===== src/logic/vic_consts.svh =====
// Offsets, field positions, reset values and counts for the vectored interrupt controller.
// Assumes it is included by bare name from the package and the design file.
`ifndef VIC_CONSTS_SVH
`define VIC_CONSTS_SVH
`define VIC_NUM_REQ       118
`define VIC_REQ_W         7
`define VIC_VEC_OFFSET    7'h08
`define VIC_IVT_BASE      24'h000014
`define VIC_IVT_LAST      24'h0000FE
`define VIC_ALTERNATE_VECTOR_TABLE_BASE     24'h000114
`define VIC_ALTERNATE_VECTOR_TABLE_LAST     24'h0001FE
`define VIC_NUM_REGS      27
`define VIC_LVL_W         3
`define VIC_CPU_LVL_W     4
`define VIC_LVL_MAX       3'h7
`define VIC_LVL_NONE      3'h0
`define VIC_REQ_MODULATOR_SPECIAL_EVENT      7'h39
`define VIC_REQ_SER_ERR   7'h41
`define VIC_REQ_ADC_PAIR0 7'h6E
`define VIC_REQ_ADC_PAIR6 7'h74
`define VIC_REQ_LAST_RSVD 7'h75
// Mask of request numbers with a source attached; reserved slots are zero.
`define VIC_IMPL_MASK     118'h1F_C383_C000_0002_0200_0000_201F_3FEF
`endif


===== src/logic/vic_pkg.sv =====
// Types shared by the vectored interrupt controller.
// Assumes vic_consts.svh is on the include path.
`include "vic_consts.svh"
package vic_pkg;
  typedef logic [`VIC_NUM_REQ-1:0]   vic_req_vec_t;
  typedef logic [`VIC_LVL_W-1:0]     vic_lvl_t;
  typedef logic [`VIC_CPU_LVL_W-1:0] vic_cpu_lvl_t;
  typedef logic [6:0]                vic_latched_vector_number_t;
  typedef logic [23:0]               vic_addr_t;
endpackage


===== src/logic/vic_ctrl.sv =====
// Vectored interrupt controller: flags, enables, levels, arbitration and vector latch.
// Assumes synchronous inputs on clk; flag clears arrive as per-bit strobes, enable and level writes as one strobe with data.
`include "vic_consts.svh"
module vic_ctrl #(
  parameter int NUM_REQ = `VIC_NUM_REQ
) (
  // Clock and reset.
  input  wire logic                clk,
  input  wire logic                rst_b,
  // Peripheral request pulses and software flag access.
  input  wire vic_pkg::vic_req_vec_t req_set,
  input  wire vic_pkg::vic_req_vec_t flag_clr,
  // Software enable and level programming.
  input  wire logic                enable_we,
  input  wire vic_pkg::vic_req_vec_t enable_wdata,
  input  wire logic                level_we,
  input  wire logic [6:0]          level_idx,
  input  wire vic_pkg::vic_lvl_t   level_wdata,
  // Global controls and CPU level.
  input  wire logic                nesting_disable,
  input  wire logic                alt_table_sel,
  input  wire logic                cpu_lvl_we,
  input  wire vic_pkg::vic_lvl_t   cpu_lvl_wdata,
  input  wire logic                core_top_set,
  input  wire logic                core_top_clr,
  // Read-back state.
  output vic_pkg::vic_req_vec_t    request_flag_regs,
  output vic_pkg::vic_req_vec_t    request_enable_regs,
  output vic_pkg::vic_cpu_lvl_t    cpu_priority_level,
  // Vector presented to the core.
  output logic                     irq_pending,
  output vic_pkg::vic_latched_vector_number_t     latched_vector_number,
  output vic_pkg::vic_cpu_lvl_t    latched_new_level,
  output vic_pkg::vic_addr_t       vector_addr
);
  import vic_pkg::*;

  localparam vic_req_vec_t IMPL = `VIC_IMPL_MASK;

  vic_req_vec_t flag_q;
  vic_req_vec_t en_q;
  vic_lvl_t     lvl_q [NUM_REQ];
  vic_lvl_t     cpu_lvl_q;
  logic         cpu_top_q;
  logic         irq_q;
  vic_latched_vector_number_t  vec_q;
  vic_cpu_lvl_t ilr_q;
  vic_addr_t    addr_q;

  // Sticky flags; a set arriving with its clear wins so no event is lost.
  always_ff @(posedge clk or negedge rst_b) begin
    if (!rst_b) begin
      flag_q <= '0;
    end else begin
      flag_q <= ((flag_q & ~flag_clr) | req_set) & IMPL;
    end
  end

  // Enable bits, one per source; reserved slots stay zero.
  always_ff @(posedge clk or negedge rst_b) begin
    if (!rst_b) begin
      en_q <= '0;
    end else if (enable_we) begin
      en_q <= enable_wdata & IMPL;
    end
  end

  // Level fields in table order; request n owns slot n.
  always_ff @(posedge clk or negedge rst_b) begin
    if (!rst_b) begin
      for (int i = 0; i < NUM_REQ; i++) lvl_q[i] <= `VIC_LVL_NONE;
    end else if (level_we && level_idx < 7'(NUM_REQ)) begin
      lvl_q[level_idx] <= level_wdata;
    end
  end

  // CPU level: low bits locked while nesting is off; top bit is core-owned only.
  always_ff @(posedge clk or negedge rst_b) begin
    if (!rst_b) begin
      cpu_lvl_q <= `VIC_LVL_NONE;
      cpu_top_q <= 1'b0;
    end else begin
      if (cpu_lvl_we && !nesting_disable) cpu_lvl_q <= cpu_lvl_wdata;
      if (core_top_set) cpu_top_q <= 1'b1;
      else if (core_top_clr) cpu_top_q <= 1'b0;
    end
  end

  // Arbitration: scanning downward with >= lets lower numbers win ties.
  // The scan is one long priority chain over every source; it costs no flops but sets the
  // longest path in the block, so the winner is registered before the core sees it.
  logic        win_any;
  logic [6:0]  win_idx;
  vic_lvl_t    win_lvl;
  logic        blocked;
  always_comb begin
    win_any = 1'b0;
    win_idx = '0;
    win_lvl = `VIC_LVL_NONE;
    blocked = cpu_top_q || (cpu_lvl_q == `VIC_LVL_MAX);
    for (int i = NUM_REQ - 1; i >= 0; i--) begin
      if (flag_q[i] && en_q[i] && lvl_q[i] != `VIC_LVL_NONE
          && lvl_q[i] > cpu_lvl_q && (!win_any || lvl_q[i] >= win_lvl)) begin
        win_any = 1'b1;
        win_idx = 7'(i);
        win_lvl = lvl_q[i];
      end
    end
    if (blocked) win_any = 1'b0;
  end

  // Vector status latch and table address; address is base plus twice the request.
  always_ff @(posedge clk or negedge rst_b) begin
    if (!rst_b) begin
      irq_q  <= 1'b0;
      vec_q  <= '0;
      ilr_q  <= '0;
      addr_q <= '0;
    end else begin
      irq_q <= win_any;
      if (win_any) begin
        vec_q  <= win_idx + `VIC_VEC_OFFSET;
        ilr_q  <= {1'b0, win_lvl};
        addr_q <= (alt_table_sel ? `VIC_ALTERNATE_VECTOR_TABLE_BASE : `VIC_IVT_BASE)
                  + {16'h0000, win_idx, 1'b0};
      end
    end
  end

  // Read-back views; with the control inputs they stand in for the software register groups.
  assign request_flag_regs     = flag_q;
  assign request_enable_regs   = en_q;
  assign cpu_priority_level    = {cpu_top_q, cpu_lvl_q};
  assign irq_pending           = irq_q;
  assign latched_vector_number = vec_q;
  assign latched_new_level     = ilr_q;
  assign vector_addr           = addr_q;
endmodule // vic_ctrl


===== config.mk =====
export PLATFORM = sky130hd
export DESIGN_NAME = vic_ctrl
export DESIGN_NICKNAME = d
export VERILOG_FILES = /design/src/logic/vic_pkg.sv /design/src/logic/vic_ctrl.sv
export VERILOG_INCLUDE_DIRS = /design/src /design/src/logic
export SDC_FILE = /design/constraint.sdc
export NUM_CORES = 1
export LEC_CHECK = 0
export BUFFER_PORTS_ARGS = -buffer_cell sky130_fd_sc_hd__buf_2
export CORE_AREA = 2 2 256 258
export DETAILED_ROUTE_END_ITERATION = 12
export DIE_AREA = 0 0 258 260
export SYNTH_ARGS = -nofsm -noshare
export SYNTH_HDL_FRONTEND = slang
export SYNTH_SLANG_ARGS = --single-unit

===== constraint.sdc =====
create_clock -name clk -period 72.2 [get_ports clk]
set_clock_uncertainty 0.2 [all_clocks]
set_input_delay 3.61 -clock clk [delete_from_list [all_inputs] [get_ports clk]]
set_output_delay 3.61 -clock clk [all_outputs]
set_load 0.01 [all_outputs]

==> run_results.csv, run 1 <==
group,metric,value,unit
worst_setup_path,crit_required,72360,ps
synthesis,yosys.area.top_type_share,29.1,%
clock_tree,cts_inserted_buffers,17,
grt,track_usage,15.5,%
status,status,"finished, final reports clean",
clock_tree,clockBufferDepth,2,
power_and_ir_drop,powerDensity,29.4,nW/um^2
cells_and_area,final_cell_mix,"buf_2 (219), dfrtp_1 (197), ha_1 (185)",
synthesis,avgSynthCellArea,8.95,um^2
worst_setup_path,r2r-end,"vector_addr[8]$_DFFE_PN0P_",
floorplan,die_x,258,um
synthesis,synth_area_leaders,"dfrtp_1 (29%), ha_1 (14%), buf_4 (8.1%), mux2_2 (6.9%), a21o_1 (3.5%)",
routing,viasPerCell,4.81,
routing,firstDrtPassIters,5,
hold_path,hold_start,"latched_vector_number[4]$_DFFE_PN0P_",
timing,setup_viol,0,
clock_tree,cts_setup_buffers,0,
clock_tree,cts_tree,"built",
cells_and_area,synthToLayoutAreaGrowth,12.2,%
clock_tree,cts_sinks,198,
routing,wire_per_inst,17.2,um
floorplan,start_util,26.6,%
worst_setup_path,start_kind,"flop",
worst_setup_path,arrival,55130,ps
floorplan,die_area,67100,um^2
clock_tree,cts_max_level,4,
synthesis,yosysWarnings,0,
floorplan,core,64100,um^2
floorplan,ios,652,
place,place_hpwl,39500,um
timing,holdWs,277,ps
place,numPortBuffers,220,
synthesis,synth_flop_cell,"dfrtp_1",
run,maxCapViolCount,0,
cells_and_area,n_fill_cell,6856,
clock_tree,cts_resized,0,
worst_setup_path,endpoint_kind,"flop",
worst_setup_path,reg2reg_from,"cpu_lvl_q[2]$_DFFE_PN0P_",
worst_setup_path,critPathMostFrequentCell,"ha_1",
grt,antenna_found_initial,5,
grt,grt_pass1_wl,79800,um
routing,wl,51700,um
floorplan,rows,93,
worst_setup_path,path_class,"reg2reg",
timing,timing.slew.headroom,25.1,%
timing,setup_ws,17220,ps
place,globalplace.congestion,0.872,
clock_tree,insertion_delay,520,ps
synthesis,synth.distinct_cells,97,
clock_tree,cts_hold_buffers,0,
cells_and_area,layout-drive-gt1-share,20.0,%
hold_path,hold_end,"latched_vector_number[4]$_DFFE_PN0P_",
place,pre_cts_ws,17720,ps
timing,fmax,0.0182,GHz
clock_tree,clk_pin_slew,90,ps
synthesis,synth_edf_count,0,
cells_and_area,mostFrequentLayoutCell,"buf_2",
routing,drt_iter0_drc,873,
floorplan,die_h,260,um
synthesis,yosys_register_bits,198,
worst_setup_path,slowest_delay,850,ps
routing,vias,14400,
worst_setup_path,r2r_slack,17220,ps
routing,drcViolationCount,0,
timing,rsz0062_at_grt,"false",
worst_setup_path,rr_worst_depth,246,
timing,hold_viol_final,0,
worst_setup_path,crit_fanout,14,
worst_setup_path,critPathSlowestCell,"a2111oi_0",
timing,timing.final.crit_period,54980,ps
hold_path,hold_depth,2,
hold_path,hp-class,"reg2reg",
power_and_ir_drop,p_total,563,uW
synthesis,synth_top_area_cell,"dfrtp_1",
clock_tree,root_buffer,"clkbuf_16",
timing,drv_slew,0,
timing,tns,0,ps
cells_and_area,fin_nets,2691,
timing,fin_crit_sh,76.1,%
synthesis,async_reset_ff_share,100,%
grt,grt_pass1_vias,13500,
routing,postRouteAntennaNets,0,
power_and_ir_drop,leakage,0.00931,uW
grt,grt_start_max_net_pins,86,
synthesis,syn_area,17100,um^2
synthesis,syn_inst,1906,
grt,overflow,0,
synthesis,ys_seq_area_share,29.1,%
timing,tightestPinTransition,1110,ps
power_and_ir_drop,irDropWorstVdd,19.3,uV
final cells by class:
cell class | count | area (um^2) | share of cell area, %
Clock buffer | 18 | 429 | 2.24
Clock inverter | 14 | 168 | 0.876
Sequential cell | 198 | 4960 | 25.9
Antenna cell | 1 | 2.50 | 0.0131
Timing Repair Buffer | 232 | 1200 | 6.28
Tap cell | 855 | 1070 | 5.59
Inverter | 151 | 567 | 2.96
Multi-Input combinational cell | 1530 | 10700 | 56.1
logic make-up (layout without fill, tap and decap cells):
| family | Yosys count | after routing | share of synthesized area [%] |
|---|---|---|---|
| DFF | 198 | 198 | 29.1 |
| adders and majority gates | 187 | 187 | 13.7 |
| muxes | 115 | 115 | 7.57 |
| xor gates and xnor gates | 5 | 5 | 0.257 |
| buffers and inverters | 359 | 415 | 12.0 |
| and+or+nand+nor | 481 | 481 | 14.2 |
| other | 1 | 183 | 0.0220 |
| AOI/OAI and AO/OA | 560 | 560 | 23.2 |
cells in the mapped netlist (8+ instances only):
cell        n
nor2b_1    33
a21oi_1    73
o21ai_1    13
o31ai_1    25
nand2_1   135
a211oi_1   12
and3_1      9
ha_1      185
nor2_1    103
o311ai_0   33
mux2i_1     9
o21a_1     40
o211a_1     8
clkbuf_1   17
nor3_1     25
a21o_1     79
a311oi_1   25
dfrtp_1   198
or2_2      15
o21bai_1    9
nand3_1    40
nand2b_1   47
mux2_2    104
or3_1      11
a31o_2      9
a31oi_1    32
inv_1     148
o21ai_0   105
and2_1     19
o211ai_1   17
buf_4     184
where the power goes:
group	total [uW]	internal [uW]	switching (uW)	leakage (uW)
combinational	319	133	186	0.00671
clock	105	51.9	52.6	0.000283
sequential	139	125	14.6	0.00232
total	563	310	253	0.00931
how the worst max path moves through the flow:
stage / from / depth (start not counted) / slack (ps) / to
after detailed placement: cpu_lvl_q[1]$_DFFE_PN0P_ / 244 / 17720 / vector_addr[8]$_DFFE_PN0P_
after global placement: cpu_lvl_q[1]$_DFFE_PN0P_ / 245 / 17840 / vector_addr[8]$_DFFE_PN0P_
final: cpu_lvl_q[2]$_DFFE_PN0P_ / 246 / 17220 / vector_addr[8]$_DFFE_PN0P_
after global routing: cpu_lvl_q[1]$_DFFE_PN0P_ / 248 / 11910 / vector_addr[8]$_DFFE_PN0P_
after CTS: cpu_lvl_q[1]$_DFFE_PN0P_ / 244 / 17580 / vector_addr[8]$_DFFE_PN0P_
after floorplan: cpu_lvl_q[1]$_DFFE_PN0P_ / 253 / 24660 / vector_addr[8]$_DFFE_PN0P_
stage by stage:
stage                     std cells  utilization [%]  cell area, um^2
final                          2999             29.8            19100
after global routing           2998             29.8            19100
after floorplan                2087                -            17700
after CTS                      2998             29.8            19100
after global placement         2966             28.9            18500
after detailed placement       2966             28.9            18500
critical path, delay by kind of cell, from the launching register on:
kind / cells / cell delay [ps]
AOI/OAI and AO/OA: 103 / 25290
xor gates and xnor gates: 1 / 160
adders and majority gates: 38 / 10560
buffers and inverters: 12 / 1680
DFF: 1 / 400
muxes: 4 / 1550
and+or+nand+nor: 88 / 14850
layer usage:
layer	up-vias	part of all wire [%]	wire, um	global-route usage, %
met1	6856	47	24200	20.9
met4	8	1.5	756	4.38
met5	-	0.095	49	0
li1	7062	-	-	-
met3	51	7.2	3700	4.15
met2	436	44	23000	24.4
sequential cells by signal, summed over array words and instances (netlist names):
name,flops
vector_addr,8
request_enable_regs,35
lvl_q,105
cpu_lvl_q,3
irq_pending,1
latched_new_level,3
request_flag_regs,35
latched_vector_number,7
cpu_top_q,1
Note: power is estimated with default switching activity, not from simulation.
==> inputs of run 2 (changes only) <==
Clock period 72.2 ns to 55.6 ns, I/O delays scaled along.
==> run_results.csv, run 2 (synthesized netlist as in run 1, its figures left out) <==
group,metric,value,unit
status,status,"finished, final reports clean",
worst_setup_path,arrival,51500,ps
power_and_ir_drop,p_sw_share,44.7,%
run,maxCapViolCount,0,
timing,tightestPinTransition,1130,ps
grt,antenna_found_initial,3,
cells_and_area,regMostFlops,"lvl_q",
grt,grt_pass1_wl,79300,um
worst_setup_path,cp_top_family,"compound AO/OA/AOI/OAI gates",
floorplan,die_area,67100,um^2
floorplan,die_x,258,um
power_and_ir_drop,leakage,0.00937,uW
place,place_hpwl,39400,um
worst_setup_path,critPathSlowestCell,"or3_1",
power_and_ir_drop,p_total,747,uW
routing,vias,14400,
cells_and_area,fin_area,19300,um^2
routing,wire_per_inst,17.2,um
grt,overflow,0,
worst_setup_path,slowest_delay,510,ps
clock_tree,cts_sinks,198,
routing,wl,51700,um
cells_and_area,fin_nets,2698,
floorplan,ios,652,
clock_tree,cts_max_level,4,
worst_setup_path,start_kind,"flop",
power_and_ir_drop,irDropWorstVdd,23.9,uV
grt,grt_pass1_vias,13500,
power_and_ir_drop,clkPwrFrac,18.8,%
worst_setup_path,timing.critical_path.from,"cpu_lvl_q[1]$_DFFE_PN0P_",
worst_setup_path,path_class,"reg2reg",
power_and_ir_drop,net-switching-power,334,uW
grt,grt_start_max_net_pins,86,
cells_and_area,synthToLayoutAreaGrowth,13.2,%
timing,drv_slew,0,
cells_and_area,fin_util,30.1,%
floorplan,start_util,26.6,%
clock_tree,cts_inserted_buffers,17,
cells_and_area,diodes,0,
hold_path,hold_start,"latched_vector_number[4]$_DFFE_PN0P_",
floorplan,die_h,260,um
worst_setup_path,endpoint_kind,"flop",
routing,drcViolationCount,0,
clock_tree,root_buffer,"clkbuf_16",
clock_tree,cts_tree,"built",
cells_and_area,mostFrequentLayoutCell,"buf_2",
cells_and_area,layout-drive-gt1-share,20.9,%
floorplan,rows,93,
grt,track_usage,15.4,%
power_and_ir_drop,powerDensity,38.7,nW/um^2
place,numPortBuffers,220,
clock_tree,clk_pin_slew,90,ps
clock_tree,cts_hold_buffers,0,
timing,timing.final.crit_period,51360,ps
place,dpl_cell_area,18500,um^2
worst_setup_path,reg2reg_from,"cpu_lvl_q[1]$_DFFE_PN0P_",
worst_setup_path,crit_required,55750,ps
cells_and_area,n_fill_cell,6856,
timing,fmax,0.0195,GHz
clock_tree,clockBufferDepth,2,
floorplan,core,64100,um^2
timing,timing.slew.headroom,24.2,%
timing,hold_viol_final,0,
power_and_ir_drop,combPwrFrac,57.0,%
power_and_ir_drop,internal-power,413,uW
timing,setup_viol,0,
place,globalplace.congestion,0.871,
routing,drt_iter0_drc,968,
worst_setup_path,critPathBufInv,16,
timing,holdWs,273,ps
clock_tree,insertion_delay,510,ps
cells_and_area,final_cell_mix,"buf_2 (219), dfrtp_1 (197), ha_1 (185)",
cells_and_area,largest_register_ffs,105,
routing,viasPerCell,4.80,
routing,firstDrtPassIters,5,
routing,postRouteAntennaNets,0,
power_and_ir_drop,seq_power_share,24.3,%
worst_setup_path,crit_fanout,14,
timing,tns,0,ps
worst_setup_path,critPathMostFrequentCell,"ha_1",
timing,fin_crit_sh,92.4,%
hold_path,hp-class,"reg2reg",
==> run 2: cell types whose count changed in the layout (fill, tap and decap cells not counted), sizes merged <==
| cell | before | now |
|---|---|---|
| bufinv | 2 | 3 |
| diode | 1 | 0 |
| inv | 155 | 156 |
| buf | 232 | 239 |
| clkinv | 5 | 4 |
| clkinvlp | 3 | 1 |
==> run 2: per-layer routing <==
metal	global-route usage [%]	share of wire [%]	wire length, um
met3	3.75	6.6	3440
met5	0	0.066	34
met2	23.9	44	22600
met1	21.1	48	24700
met4	4.85	1.9	997
==> run 2: cell type report <==
cell class                      count  area (um^2)  share of cell area, %
Sequential cell                   198         4960                   25.7
Inverter                          151          567                   2.94
Multi-Input combinational cell   1530        10800                   56.1
Clock inverter                     13          191                  0.992
Clock buffer                       18          429                   2.22
Tap cell                          855         1070                   5.54
Timing Repair Buffer              239         1250                   6.49
==> run 2: worst paths after layout <==
check                                                        to  slack [ps]  depth (start not counted)
min                        latched_vector_number[4]$_DFFE_PN0P_         270                          2
max                                  vector_addr[8]$_DFFE_PN0P_        4240                        251
max in group asynchronous              cpu_lvl_q[0]$_DFFE_PN0P_       51770                          2
min in group asynchronous   request_enable_regs[95]$_DFFE_PN0P_        2040                          1
max reg2reg                          vector_addr[8]$_DFFE_PN0P_        4240                        251
min reg2reg                latched_vector_number[4]$_DFFE_PN0P_         270                          2
==> run 2: what timing repair did <==
action	4_1_cts	5_1_grt
endpoints found under the hold margin	0	0
resized for setup	0	21
setup buffers	0	5
setup endpoints to repair	0	17
==> run 2: power by group through the flow <==
stage                     Sequential (uW)  Combinational [uW]  Clock, uW
after floorplan                       183                 308          0
after global placement                184                 404          0
after detailed placement              185                 410          0
after CTS                             182                 412        147
after global routing                  185                 480        151
final                                 181                 426        140
==> run 2: metrics by stage <==
step / worst slack (ps) / instances
after global placement: 2190 / 2968
after global routing: -59.3 / 3004
after CTS: 1990 / 2999
final: 4240 / 3004
after floorplan: 8060 / 2087
after detailed placement: 2100 / 2968
==> run 2: worst register-to-register path: cells and delay by family, from the launching register on <==
family,cells,cell delay (ps)
AO/OA/AOI/OAI,108,23080
AND/OR/NAND/NOR,84,13430
adder cells (fa/ha/maj),38,10340
buffers and inverters,16,2090
multiplexers,4,1480
flip-flops,1,400
XOR/XNOR,1,140
